### config.mk
export PLATFORM = sky130hd
export DESIGN_NAME = pcu_loader
export DESIGN_NICKNAME = d
export VERILOG_FILES = /design/src/verilog/pcu_pkg.sv /design/src/verilog/pcu_loader.sv
export SDC_FILE = /design/constraint.sdc
export NUM_CORES = 1
export LEC_CHECK = 0
export BUFFER_PORTS_ARGS = -buffer_cell sky130_fd_sc_hd__buf_4
export CAP_MARGIN = 20
export CORE_ASPECT_RATIO = 2
export CORE_MARGIN = 2
export CORE_UTILIZATION = 42
export CTS_CLUSTER_DIAMETER = 120
export DETAILED_ROUTE_END_ITERATION = 8
export GPL_TIMING_DRIVEN = 0
export PLACE_DENSITY = 0.69
export REMOVE_ABC_BUFFERS = 1
export SYNTH_ARGS = -nofsm -noshare
export SYNTH_HDL_FRONTEND = slang
export SYNTH_SLANG_ARGS = --single-unit
### constraint.sdc
create_clock -name core_clk_in -period 8.1 [get_ports core_clk_in]
set_input_delay 0.405 -clock core_clk_in [delete_from_list [all_inputs] [get_ports core_clk_in]]
set_output_delay 0.405 -clock core_clk_in [all_outputs]
set_load 0.02 [all_outputs]
### src/verilog/pcu_pkg.sv
// Constants and types for the program counter loader
package pcu_pkg;

  // ----------------------------------------------------------------
  // Widths
  // ----------------------------------------------------------------
  localparam int PC_W = 15;
  localparam int LOW_W = 8;
  localparam int HIGH_W = 7;
  localparam int CALL_W = 11;
  localparam int BR_IMM_W = 9;
  localparam int DATA_W = 32;
  localparam int ADDR_W = 4;
  localparam int BE_W = 4;

  // ----------------------------------------------------------------
  // Register offsets (byte addresses)
  // ----------------------------------------------------------------
  localparam logic [ADDR_W-1:0] OFS_PC_LOW_BYTE = 4'h0;
  localparam logic [ADDR_W-1:0] OFS_PC_HIGH_LATCH = 4'h4;

  // ----------------------------------------------------------------
  // Reset values and counter constants
  // ----------------------------------------------------------------
  localparam logic [PC_W-1:0] PC_RESET = 15'h0000;
  localparam logic [HIGH_W-1:0] LATCH_RESET = 7'h00;
  localparam logic [LOW_W-1:0] RDATA_RESET = 8'h00;
  localparam logic [PC_W-1:0] PC_STEP = 15'h0001;
  localparam logic [PC_W-1:0] PC_MAX = 15'h7FFF;

  // Call keeps latch bits from this position upward
  localparam int CALL_LATCH_LSB = 3;

  // ----------------------------------------------------------------
  // Types
  // ----------------------------------------------------------------
  typedef enum logic [2:0] {
    OP_FETCH,
    OP_WRITE_LOW,
    OP_ADD_LOW,
    OP_CALL,
    OP_CALL_ACC,
    OP_BRANCH_ACC,
    OP_BRANCH_IMM
  } pcu_op_t;

  typedef enum logic {
    BUS_IDLE,
    BUS_ACK
  } pcu_bus_t;

  typedef struct packed {
    logic [PC_W-1:0] pc;
    logic [HIGH_W-1:0] latch;
    pcu_bus_t bus;
    logic [LOW_W-1:0] rdata;
  } pcu_state_t;

endpackage : pcu_pkg

### src/verilog/pcu_loader.sv
// Program counter loader with Avalon-MM register access
`timescale 1ns/1ps

module pcu_loader (
  // Clock and reset
  input wire logic core_clk_in,
  input wire logic reset_in,
  // Instruction decoder command
  input wire logic op_valid_in,
  input wire pcu_pkg::pcu_op_t op_code_in,
  input wire logic [pcu_pkg::CALL_W-1:0] operand_in,
  input wire logic [pcu_pkg::LOW_W-1:0] write_data_in,
  input wire logic [pcu_pkg::LOW_W-1:0] accumulator_in,
  // Program memory fetch address
  output logic [pcu_pkg::PC_W-1:0] pc_out,
  // Avalon-MM slave
  input wire logic [pcu_pkg::ADDR_W-1:0] avs_address_in,
  input wire logic avs_read_in,
  input wire logic avs_write_in,
  input wire logic [pcu_pkg::DATA_W-1:0] avs_writedata_in,
  input wire logic [pcu_pkg::BE_W-1:0] avs_byteenable_in,
  output logic [pcu_pkg::DATA_W-1:0] avs_readdata_out,
  output logic avs_waitrequest_out
);

  // ----------------------------------------------------------------
  // State
  // ----------------------------------------------------------------
  pcu_pkg::pcu_state_t st_r;
  pcu_pkg::pcu_state_t st_nxt;

  logic bus_req;
  logic bus_take;
  logic wr_low;
  logic wr_latch;
  logic [pcu_pkg::LOW_W-1:0] rd_val;
  logic [pcu_pkg::PC_W-1:0] pc_inc;
  logic [pcu_pkg::PC_W-1:0] acc_ext;
  logic [pcu_pkg::PC_W-1:0] imm_ext;
  logic [pcu_pkg::LOW_W-1:0] add_low;

  // ----------------------------------------------------------------
  // Bus decode
  // ----------------------------------------------------------------

  // Request present and the edge at which it completes
  assign bus_req = avs_read_in | avs_write_in;
  assign bus_take = bus_req & (st_r.bus == pcu_pkg::BUS_ACK) & ~op_valid_in;

  // Only the low byte lane carries register data
  assign wr_low = bus_take & avs_write_in & avs_byteenable_in[0] &
                  (avs_address_in == pcu_pkg::OFS_PC_LOW_BYTE);
  assign wr_latch = bus_take & avs_write_in & avs_byteenable_in[0] &
                    (avs_address_in == pcu_pkg::OFS_PC_HIGH_LATCH);

  // Readback mux; unmapped offsets read as zero
  always_comb begin
    unique case (avs_address_in)
      pcu_pkg::OFS_PC_LOW_BYTE: rd_val = st_r.pc[pcu_pkg::LOW_W-1:0];
      pcu_pkg::OFS_PC_HIGH_LATCH: rd_val = {1'b0, st_r.latch};
      default: rd_val = pcu_pkg::RDATA_RESET;
    endcase
  end

  // Stall on a request's first cycle and while the decoder owns the counter this cycle
  assign avs_waitrequest_out = bus_req &
                               ((st_r.bus == pcu_pkg::BUS_IDLE) | op_valid_in);
  assign avs_readdata_out = {{(pcu_pkg::DATA_W-pcu_pkg::LOW_W){1'b0}},
                             st_r.rdata};

  // ----------------------------------------------------------------
  // Target arithmetic
  // ----------------------------------------------------------------

  // Incremented counter, wraps modulo fifteen bits
  assign pc_inc = st_r.pc + pcu_pkg::PC_STEP;
  // Accumulator as unsigned offset
  assign acc_ext = {{pcu_pkg::HIGH_W{1'b0}}, accumulator_in};
  // Immediate as signed offset
  assign imm_ext = {{(pcu_pkg::PC_W-pcu_pkg::BR_IMM_W)
                     {operand_in[pcu_pkg::BR_IMM_W-1]}},
                    operand_in[pcu_pkg::BR_IMM_W-1:0]};
  // Low byte sum; carry is dropped, block crossing is software's care
  assign add_low = st_r.pc[pcu_pkg::LOW_W-1:0] + accumulator_in;

  // ----------------------------------------------------------------
  // Next state
  // ----------------------------------------------------------------
  always_comb begin
    st_nxt = st_r;
    // Bus handshake, data sampled every waiting cycle
    unique case (st_r.bus)
      pcu_pkg::BUS_IDLE: begin
        if (bus_req) begin
          st_nxt.bus = pcu_pkg::BUS_ACK;
          st_nxt.rdata = rd_val;
        end
      end
      pcu_pkg::BUS_ACK: begin
        st_nxt.rdata = rd_val;
        if (!op_valid_in) begin
          st_nxt.bus = pcu_pkg::BUS_IDLE;
        end
      end
    endcase
    // Counter loading from the decoder
    if (op_valid_in) begin
      unique case (op_code_in)
        pcu_pkg::OP_FETCH: begin
          st_nxt.pc = pc_inc;
        end
        pcu_pkg::OP_WRITE_LOW: begin
          st_nxt.pc = {st_r.latch, write_data_in};
        end
        pcu_pkg::OP_ADD_LOW: begin
          st_nxt.pc = {st_r.latch, add_low};
        end
        pcu_pkg::OP_CALL: begin
          st_nxt.pc = {st_r.latch[pcu_pkg::HIGH_W-1:pcu_pkg::CALL_LATCH_LSB],
                       operand_in};
        end
        pcu_pkg::OP_CALL_ACC: begin
          st_nxt.pc = {st_r.latch, accumulator_in};
        end
        pcu_pkg::OP_BRANCH_ACC: begin
          st_nxt.pc = pc_inc + acc_ext;
        end
        pcu_pkg::OP_BRANCH_IMM: begin
          st_nxt.pc = pc_inc + imm_ext;
        end
        default: begin
          st_nxt.pc = st_r.pc;
        end
      endcase
    end else if (wr_low) begin
      // Software write of low byte pulls high bits from latch
      st_nxt.pc = {st_r.latch,
                   avs_writedata_in[pcu_pkg::LOW_W-1:0]};
    end
    // Latch write never touches the counter itself
    if (wr_latch) begin
      st_nxt.latch = avs_writedata_in[pcu_pkg::HIGH_W-1:0];
    end
    // Any reset clears the counter
    if (reset_in) begin
      st_nxt.pc = pcu_pkg::PC_RESET;
      st_nxt.latch = pcu_pkg::LATCH_RESET;
      st_nxt.bus = pcu_pkg::BUS_IDLE;
      st_nxt.rdata = pcu_pkg::RDATA_RESET;
    end
  end

  // ----------------------------------------------------------------
  // State register
  // ----------------------------------------------------------------
  always_ff @(posedge core_clk_in) begin
    st_r <= st_nxt;
  end

  // Fetch address straight from the counter flops
  assign pc_out = st_r.pc;

  // ----------------------------------------------------------------
  // Assertions
  // ----------------------------------------------------------------

  // Width types used by the casts below
  typedef logic [pcu_pkg::PC_W-1:0] pcu_pc_t;
  typedef logic [pcu_pkg::LOW_W-1:0] pcu_low_t;
endmodule : pcu_loader

==> results.md, run 1 <==
* Seq cells post-synth at 31
* Routability cong. at ~0.92
* Post-synth EDFFs at 0
* Slew @ Worst Pin at 0.834 ns
* DP HPWL at between 8 and 9 mm
* # rows at 48
* Crit path DAT at ~3.5 ns
* H-tree depth at 2
* Post-route clock period utilization at 42.1%
* Number of buffers inserted by port buffering at around 70
* Max VDD drop at about 0.00011 V
* Hold path endpoint: st_r[13]
* Largest net degree at the start of global routing at 33
* CP Capture Type: flop
* # fillers at ~880
* Status: completed
* Ys flop type: dfxtp_1
* Clock root buffer: clkbuf_16
* Synth-to-Final Area Change at 10.6%
* Setup tns final at 0 ns
* Fin. Hold Viols at 0
* Slowest stage delay, CP at about 0.57 ns
* CTS buffer count at 5
* WL per Instance at about 20 um
* Yosys warning total at 0
* CTS tree: built
* GR Util All Layers at approximately a quarter
* RR Endpoint: pc_out[11]
* Post-synthesis sequential area ratio at 16.9%
* Max cap viols at 0
* RSZ-0062 raised after global routing: false
* Total iterations of the first detailed-routing run at 5
* Hold Startpoint: avs_writedata_in[4]
* First-pass GRT wire length at 18.0 mm
* RR Startpoint: pc_out[1]
* Vias after detailed routing at 3649
* CP max-delay cell: a221oi_1
* Worst Skew at 0.00601 ns
* Drc violations at 0
* Post-CTS Setup Inserts at 0
* Fin. max-slew vios at 0
* Core footprint at about 8500 um^2
* Die area at between 9000 and 10000 um^2
* Post_cts resized at 0
* Number of library cell types mapped by synthesis at 65
* Critical path startpoint category: primary input
* Final Setup Violations at 0
* Worst slew margin at ~44%
* Min-Delay Path Class: in2reg
* Die X-Extent at 70.1 um
* Max Clock Freq at between 200 and 300 MHz
* Leakage at 1.79 nW
* Diode count at 0
* Top Family by Delay on Critical Path: compound AO/OA/AOI/OAI gates
* Final wirelength at 11.5 mm
* Final instance area at 4060 um^2
* Clock buffer depth at 2
* Post-route minimum period at 3.41 ns
* Cell area after synthesis at roughly 3700 um^2
* Hold path depth at 3
* Cells after Synth at 459
* DR iter-0 viols at 244
* Die Ht at roughly 140 um
* FF-to-FF path depth at 11
* Total grt overflow at 0
* # IOs at around 120
* Vias per cell at between 6 and 7
* Worst-path clk slew at ~0.05 ns
* Mapped Avg Cell Area at 7.99 um^2
* Dpl cell area at around 3900 um^2
* Req. time, crit path at between 8 and 9 ns
* CTS sink count at 31
* PwrDens at around 140 nW/um^2
* Hold-fix buffers, CTS at 0
* Final #Nets at between 500 and 600
* R2R setup slack at between 4 and 5 ns
* Initial antenna violation count at 0
* Vias in the first global route at approximately 3500
* Layout cells sized above 1 at between 20% and 30%
* Clock latency on the worst-skew pair at around 0.28 ns
* Post-DRT Antenna Nets at 0
* Crit Path Category: in2reg
* Initial Util at a little over two fifths
* Crit Path Max Fanout at 16
* Ys async rst share at 0%
* Crit path cell chain: buf_4 > nand3b_2 > mux2_2 > ha_1 > fa_1 > a211oi_1 > o21ai_0 > xor2_1 > a221oi_1 > o32ai_1
* WP buf/inv at 1
routing by layer:
metal  up-vias  share of wire, %  global-route usage, %
met5         -                 0                      0
met4         0               6.7                   14.9
met3        52               5.6                   2.97
met2       179                52                   43.3
met1      1712                36                   25.5
li1       1706                 -                      -
worst max-delay path by stage:
stage                             start         end  slack [ns]  cells after the start
after detailed placement  op_code_in[0]   pc_out[6]        4.45                     10
after CTS                 op_code_in[0]   pc_out[6]        4.72                     10
after global routing      op_code_in[0]  pc_out[12]        4.56                     11
after floorplan           op_code_in[0]  pc_out[12]        5.29                     10
final                     op_code_in[0]   pc_out[6]        4.69                     10
after global placement    op_code_in[0]   pc_out[6]        4.49                     10
sequential cells by signal, indices dropped and copies added, names as in the netlist:
name / flops
pc_out: 15
st_r: 8
avs_readdata_out: 8
stage by stage:
step           std cells  worst slack [ns]  power (mW)  utilization [%]  hold slack [ns]
2_1_floorplan        412              5.29       0.308                -            0.470
3_3_place_gp         583              4.49       0.385             45.9            0.502
3_5_place_dp         583              4.45       0.387             45.9            0.506
4_1_cts              591              4.72       0.566             47.6            0.379
5_1_grt              591              4.56       0.597             47.6            0.385
6_report             591              4.69       0.568             47.6            0.372
power by group:
group,internal [mW],switching [mW],total [mW]
clock network,0.113,0.0678,0.181
logic,0.0885,0.125,0.213
registers,0.159,0.0151,0.174
total,0.361,0.207,0.568
area by class of cell:
class	count	area [um^2]	area share, %
clock buffers	6	129	3.18
clock inverters	2	12.5	0.308
inverters	10	37.5	0.925
multi-input cells	371	2600	64.1
flip-flops and latches	31	621	15.3
well taps	100	125	3.08
repair buffers	71	533	13.1
worst min-delay path: stages:
cell and delay [ns]:
buf_4 0.08, mux2i_1 0.05, nor2_1 0.07
placed cells by master, fill, tap and decap left out, types with 5 or more instances in the layout:
master	n
xor2_1	11
o211ai_1	9
o21ai_0	20
buf_4	71
and3_1	7
dfxtp_1	31
clkbuf_16	5
nor2_1	32
a221oi_1	11
a21oi_1	31
mux2_2	15
ha_1	23
a211oi_1	12
conb_1	24
a22oi_1	9
mux2i_1	13
nor3_1	8
a21o_1	7
xnor2_1	22
nand3_1	12
nand2_1	34
inv_1	10
synth_stat cells (all sizes together) (2+ instances only):
| master | instances | area [um^2] |
|---|---|---|
| mux2 | 15 | 169 |
| o22ai | 2 | 12.5 |
| mux2i | 13 | 130 |
| xor2 | 11 | 96.3 |
| and4 | 2 | 17.5 |
| o32ai | 2 | 17.5 |
| o211ai | 9 | 67.6 |
| inv | 10 | 37.5 |
| o31ai | 2 | 15.0 |
| a31oi | 4 | 25.0 |
| and3 | 7 | 43.8 |
| a32o | 2 | 20.0 |
| a2111oi | 2 | 23.8 |
| o21a | 2 | 15.0 |
| fa | 2 | 40.0 |
| buf | 61 | 462 |
| a221oi | 11 | 96.3 |
| a211oi | 14 | 115 |
| a221o | 3 | 30.0 |
| dfxtp | 31 | 621 |
| a21oi | 31 | 155 |
| o221ai | 2 | 17.5 |
| a22oi | 10 | 80.1 |
| and2 | 3 | 18.8 |
| nand2b | 2 | 12.5 |
| nand2 | 34 | 128 |
| nand3b | 3 | 26.3 |
| o21bai | 3 | 22.5 |
| nor2b | 3 | 18.8 |
| ha | 23 | 288 |
| a21o | 7 | 52.6 |
| nor3 | 9 | 50.1 |
| o21ai | 21 | 105 |
| nor2 | 34 | 138 |
| xnor2 | 22 | 193 |
| nand3 | 12 | 60.1 |
| nand4 | 4 | 25.0 |
| or3 | 2 | 12.5 |
| o2111ai | 4 | 35.0 |
| nor4 | 3 | 18.8 |
| clkbuf | 9 | 33.8 |
cell families (layout without fill, tap and decap cells):
| kind of cell | after synthesis | in the layout | synth area share (%) |
|---|---|---|---|
| simple gates | 120 | 120 | 16.0 |
| compound gates | 140 | 140 | 26.8 |
| flops | 31 | 31 | 16.9 |
| fa+ha+maj | 25 | 25 | 8.94 |
| xor+xnor | 33 | 33 | 7.88 |
| buf+inv | 80 | 89 | 14.5 |
| mux | 29 | 29 | 8.77 |
| other cells | 1 | 24 | 0.102 |
Note: power is estimated with default switching activity, not from simulation.
==> inputs of run 2 (changes only) <==
--- a/config.mk
+++ b/config.mk
@@ -5,6 +5,7 @@
 export SDC_FILE = /design/constraint.sdc
 export NUM_CORES = 1
 export LEC_CHECK = 0
+export ABC_AREA = 1
 export BUFFER_PORTS_ARGS = -buffer_cell sky130_fd_sc_hd__buf_4
 export CAP_MARGIN = 20
 export CORE_ASPECT_RATIO = 2
@@ -13,7 +14,7 @@
 export CTS_CLUSTER_DIAMETER = 120
 export DETAILED_ROUTE_END_ITERATION = 8
 export GPL_TIMING_DRIVEN = 0
-export PLACE_DENSITY = 0.69
+export PLACE_DENSITY = 0.71
 export REMOVE_ABC_BUFFERS = 1
 export SYNTH_ARGS = -nofsm -noshare
 export SYNTH_HDL_FRONTEND = slang
==> constraint.sdc (replaced) <==
create_clock -name core_clk_in -period 2.9 [get_ports core_clk_in]
set_input_delay 0.145 -clock core_clk_in [delete_from_list [all_inputs] [get_ports core_clk_in]]
set_output_delay 0.145 -clock core_clk_in [all_outputs]
set_load 0.02 [all_outputs]
==> results.md, run 2 <==
* Status: completed
* # fillers at a little over 900
* Crit Path Category: reg2reg
* Clock power frac at between 30% and 40%
* Initial antenna violation count at 0
* GR Util All Layers at between 20% and 30%
* Ys flop type: dfxtp_1
* Final core utilization at around half
* Final std cells w/o fill at about 740
* # rows at 48
* Crit Path Max Fanout at 8
* Switching part of the total at about a third
* Number of library cell types mapped by synthesis at between 40 and 50
* Yosys warning total at 0
* Final Setup Violations at 0
* RR Endpoint: pc_out[13]
* Post-route minimum period at between 2 and 3 ns
* Crit path cell chain: ha_2 > nand3_2 > nor3_4 > xor2_2 > inv_1 > ha_1 > a21oi_1 > nand2_1 > a21oi_1 > nand2_1 > nand2_1 > nand3_1 > nand2_1 > nand2_1 > a21oi_2
* Initial Util at 43.0%
* Worst Skew at slightly below 0.007 ns
* CTS sink count at 31
* Internal power at ~1.1 mW
* Die Ht at 137 um
* Crit path DAT at ~2.8 ns
* Total grt overflow at 0
* Top-count cell post-synth: nand2_1
* Post-DRT Antenna Nets at 0
* Req. time, crit path at approximately 3.1 ns
* Ys async rst share at 0%
* Placed cell count at between 700 and 800
* Die area at 9600 um^2
* Critical path depth at 15
* Max FFs per register at 15
* Commonest non-fill, non-tap cell in the layout: nand2_1
* Final wirelength at roughly 11 mm
* R2R setup slack at ~0.27 ns
* Min-Delay Path Class: in2reg
* Sequential share of power at between 20 and 30%
* CTS tree: built
* Post-route clock period utilization at roughly 90%
* Fin. max-slew vios at 0
* Start point of the critical path: pc_out[1]
* Vias in the first global route at about 3900
* PwrDens at around 380 nW/um^2
* Max VDD drop at a little under 0.0004 V
* Core footprint at approximately 8600 um^2
* Critical path startpoint category: flop
* WL per Instance at around 15 um
* Drc violations at 0
* Dpl cell area at ~4000 um^2
* Clock buffer depth at 2
* Worst-path clk slew at about 0.050 ns
* Crit path capture: pc_out[13]
* Routability cong. at about 0.94
* Max Clock Freq at about 380 MHz
* Seq cells post-synth at 31
* Slowest stage delay, CP at ~0.4 ns
* Yosys top cell area share at 16.8%
* RR Startpoint: pc_out[1]
* Most frequent cells in the layout: 122 x nand2_1, 73 x buf_4, 72 x inv_1
* Post-synth EDFFs at 0
* Largest net degree at the start of global routing at 31
* Vias per cell at ~5.4
* Layout cells sized above 1 at approximately 20%
* # IOs at roughly 120
* CP most frequent cell: nand2_1
* Post-synth top area cell: dfxtp_1
* Leakage at ~2.2 nW
* Worst slew margin at 51.1%
* Combinational power share at between 30% and 40%
* Final #Nets at 740
* WP buf/inv at 1
* Number of buffers inserted by port buffering at 71
* H-tree depth at 2
* Top Family by Delay on Critical Path: simple AND/OR/NAND/NOR gates
* Diode count at 0
* Die X-Extent at 70.3 um
* Hold_ws at approximately 0.070 ns
* FF-to-FF path depth at 15
* Vias after detailed routing at between 4000 and 5000
* Switching power at 0.568 mW
* Tot Pwr at approximately 1.6 mW
* DP HPWL at slightly above 9 mm
* Max cap viols at 0
* CP max-delay cell: dfxtp_4
* CTS buffer count at 5
* Area contributors post-synth: dfxtp_1 17%, nand2_1 13%, buf_4 9.6%
* Cells after Synth at between 500 and 600
* Clock root buffer: clkbuf_16
* Final instance area at between 4000 and 5000 um^2
* Slew @ Worst Pin at roughly 0.73 ns
* Mapped Avg Cell Area at 6.19 um^2
* Fin. Hold Viols at 0
* DR iter-0 viols at 223
* Synth-to-Final Area Change at 15.9%
* Cell area after synthesis at approximately 3700 um^2
* Commonest cells in the netlist: 124 x nand2_1, 72 x inv_1, 67 x o21ai_0
* CP Capture Type: flop
* Clock latency on the worst-skew pair at 0.28 ns
* Post-synthesis sequential area ratio at 16.8%
* First-pass GRT wire length at 17.6 mm
* Total iterations of the first detailed-routing run at 5
run 2: changes by cell type in the layout (fill, tap and decap cells not counted), sizes merged, moves of 10 or more:
cell    before  now
nand2       34  129
o21ai       21   73
a211oi      14    3
nand3       12   43
mux2i       13    0
a21oi       31   57
inv         10   77
mux2        15    0
a22oi       10    0
xnor2       22    1
run 2: area by class of cell:
cell class / count / area, um^2 / area share [%]
Multi-Input combinational cell: 451 / 2500 / 58.5
Inverter: 78 / 294 / 6.87
Clock inverter: 3 / 43.8 / 1.02
Tap cell: 100 / 125 / 2.92
Clock buffer: 5 / 125 / 2.92
Sequential cell: 31 / 638 / 14.9
Timing Repair Buffer: 73 / 548 / 12.8
run 2: how the worst min path moves through the flow:
stage                  start             endpoint  slack, ns  cells past startpoint
global placement    reset_in  avs_readdata_out[7]       0.35                      2
global route        reset_in  avs_readdata_out[7]       0.07                      2
detailed placement  reset_in  avs_readdata_out[7]       0.36                      2
CTS                 reset_in  avs_readdata_out[7]       0.06                      2
finish              reset_in  avs_readdata_out[7]       0.07                      2
floorplan           reset_in  avs_readdata_out[7]       0.25                      1
run 2: cells by family after synthesis:
logic type      after synthesis  share of synthesized area [%]
buf+inv                     137                           19.3
xor+xnor                      9                           2.14
flops                        31                           16.8
compound gates              156                           23.3
other cells                   1                          0.102
simple gates                237                           29.5
fa+ha+maj                    25                           8.88
run 2: metrics by stage:
step	worst slack, ns	TNS, ns
2_1_floorplan	0.403	0
3_3_place_gp	0.0942	0
3_5_place_dp	0.0886	0
4_1_cts	0.0552	0
5_1_grt	-0.0122	-0.0122
6_report	0.268	0
run 2: worst register-to-register path, delay by kind of cell (launching register included):
kind | cells | cell delay [ns]
simple gates | 8 | 0.86
fa+ha+maj | 2 | 0.55
compound gates | 3 | 0.51
flops | 1 | 0.40
xor+xnor | 1 | 0.18
buf+inv | 1 | 0.06
run 2: power groups by stage:
| stage | clock network [mW] | logic [mW] | registers, mW |
|---|---|---|---|
| after detailed placement | 0 | 0.539 | 0.488 |
| after floorplan | 0 | 0.332 | 0.503 |
| after global routing | 0.612 | 0.615 | 0.487 |
| after CTS | 0.599 | 0.542 | 0.480 |
| final | 0.590 | 0.555 | 0.483 |
| after global placement | 0 | 0.531 | 0.488 |
run 2: what timing repair did:
item,CTS,global route
hold buffers,0,0
gates resized for setup,0,24
setup endpoints to repair,0,8
buffers inserted,0,2
run 2: metal layers:
metal | track usage (%) | part of all wire [%] | up-vias
met5 | 0 | 0 | -
met4 | 14.2 | 5.3 | 0
met1 | 21.9 | 34 | 1812
met3 | 1.77 | 4.5 | 40
li1 | - | - | 2007
met2 | 46.1 | 56 | 148
==> inputs of run 3 (changes only) <==
--- a/config.mk
+++ b/config.mk
@@ -7,7 +7,6 @@
 export LEC_CHECK = 0
 export ABC_AREA = 1
 export BUFFER_PORTS_ARGS = -buffer_cell sky130_fd_sc_hd__buf_4
-export CAP_MARGIN = 20
 export CORE_ASPECT_RATIO = 2
 export CORE_MARGIN = 2
 export CORE_UTILIZATION = 42
@@ -15,7 +14,7 @@
 export DETAILED_ROUTE_END_ITERATION = 8
 export GPL_TIMING_DRIVEN = 0
 export PLACE_DENSITY = 0.71
-export REMOVE_ABC_BUFFERS = 1
+export SETUP_SLACK_MARGIN = 0.02
 export SYNTH_ARGS = -nofsm -noshare
 export SYNTH_HDL_FRONTEND = slang
 export SYNTH_SLANG_ARGS = --single-unit
==> results.md, run 3 (same netlist as run 2, synthesis figures left out) <==
* Status: completed
* Slew @ Worst Pin at approximately 0.49 ns
* Max FFs per register at 15
* Routability cong. at slightly below 1
* Req. time, crit path at a little over 3 ns
* CTS buffer count at 5
* Worst Skew at 0.00452 ns
* Post-route clock period utilization at 92.1%
* Post-CTS Setup Inserts at 0
* Fin. Hold Viols at 0
* Placed cell count at 790
* H-tree depth at 2
* Post-DRT Antenna Nets at 0
* CP Capture Type: flop
* Worst slew margin at roughly two thirds
* Diode count at 0
* Fin. max-slew vios at 0
* Number of buffers inserted by port buffering at 71
* Total grt overflow at 0
* Vias in the first global route at ~4000
* Final std cells w/o fill at 798
* Initial Util at between 40% and 50%
* Initial antenna violation count at 0
* Min-Delay Path Class: in2reg
* Core footprint at 8590 um^2
* DP HPWL at approximately 10 mm
* Leakage at ~2.4 nW
* Die X-Extent at about 70 um
* Clock buffer depth at 2
* Vias per cell at approximately 5.3
* Commonest non-fill, non-tap cell in the layout: nand2_1
* Final #Nets at 797
* Crit Path Max Fanout at 8
* Most frequent cells in the layout: 124 x nand2_1, 118 x buf_4, 72 x inv_1
* PwrDens at about 360 nW/um^2
* Hold-fix buffers, CTS at 0
* Clock latency on the worst-skew pair at roughly 0.28 ns
* Layout cells sized above 1 at between 20% and 30%
* # IOs at between 100 and 150
* Max Clock Freq at about 370 MHz
* CTS tree: built
* Setup tns final at 0 ns
* Final Setup Violations at 0
* Worst-path clk slew at 0.05 ns
* GR Util All Layers at roughly 25%
* Die area at 9600 um^2
* Crit Path Category: reg2reg
* Clock root buffer: clkbuf_16
* Max VDD drop at 0.000575 V
* Total iterations of the first detailed-routing run at 5
* DR iter-0 viols at around 300
* Crit path DAT at between 2 and 3 ns
* Drc violations at 0
* First-pass GRT wire length at between 15 and 20 mm
* Post-route minimum period at between 2 and 3 ns
* WL per Instance at 15.4 um
* RSZ-0062 raised after global routing: false
* # rows at 48
* Critical path startpoint category: flop
* CTS sink count at 31
* Final wirelength at between 10 and 15 mm
* Die Ht at 137 um
* Max cap viols at 0
* Synth-to-Final Area Change at 25.6%
* Largest net degree at the start of global routing at 11
* Vias after detailed routing at around 4200
## run 3: power by group
group	internal, mW	switching, mW
sequential	0.450	0.0334
combinational	0.253	0.366
clock	0.365	0.186
## run 3: repair_timing
action	4_1_cts	5_1_grt
hold endpoints to repair	0	0
endpoints found under the setup margin	0	5
gates resized for setup	0	18
## run 3: layout make-up
cell class              count  area [um^2]
multi-input cells         451         2480
clock buffers               8          156
well taps                 100          125
repair buffers             71          533
fillers                   904         3950
flip-flops and latches     31          633
plain buffers              59          418
inverters                  78          294
## run 3: path summary, 6_finish.rpt
path	from	to	slack [ns]	cells past startpoint
worst min register to register	avs_readdata_out[7]	avs_readdata_out[7]	0.50	2
worst max-delay path	pc_out[1]	pc_out[12]	0.23	16
worst min-delay path	reset_in	avs_readdata_out[7]	0.07	2
worst max register to register	pc_out[1]	pc_out[12]	0.23	16
## run 3: stage by stage
| step | setup slack (ns) | util (%) | hold slack, ns | area (um^2) | total power [mW] |
|---|---|---|---|---|---|
| after global placement | 0.0834 | 51.6 | 0.357 | 4440 | 1.08 |
| final | 0.229 | 54.0 | 0.0663 | 4640 | 1.65 |
| after CTS | 0.0530 | 53.5 | 0.0668 | 4590 | 1.64 |
| after detailed placement | 0.0596 | 51.6 | 0.357 | 4440 | 1.09 |
| after floorplan | 0.562 | - | 0.253 | 3780 | 0.895 |
| after global routing | 0.0238 | 54.0 | 0.0855 | 4640 | 1.73 |
## run 3: worst max-delay path, stage by stage, from the launching register on
cell	delay [ns]
dfxtp_4	0.39
ha_2	0.21
nand3_2	0.13
nor3_4	0.28
xor2_1	0.20
inv_1	0.07
ha_2	0.38
nand2_1	0.11
nor2_2	0.15
nand3_1	0.14
nand3_1	0.14
nor2_1	0.05
nor2_1	0.08
nand2_1	0.05
nand2_1	0.05
nand2_1	0.05
a21oi_1	0.12
## run 3: per-layer routing
| metal | global-route usage (%) | part of all wire [%] | up-vias |
|---|---|---|---|
| met5 | 0 | 0 | - |
| met4 | 18.4 | 6.6 | 0 |
| met3 | 2.43 | 5.3 | 50 |
| met2 | 49.7 | 54 | 174 |
| met1 | 22.7 | 34 | 1874 |
| li1 | - | - | 2131 |
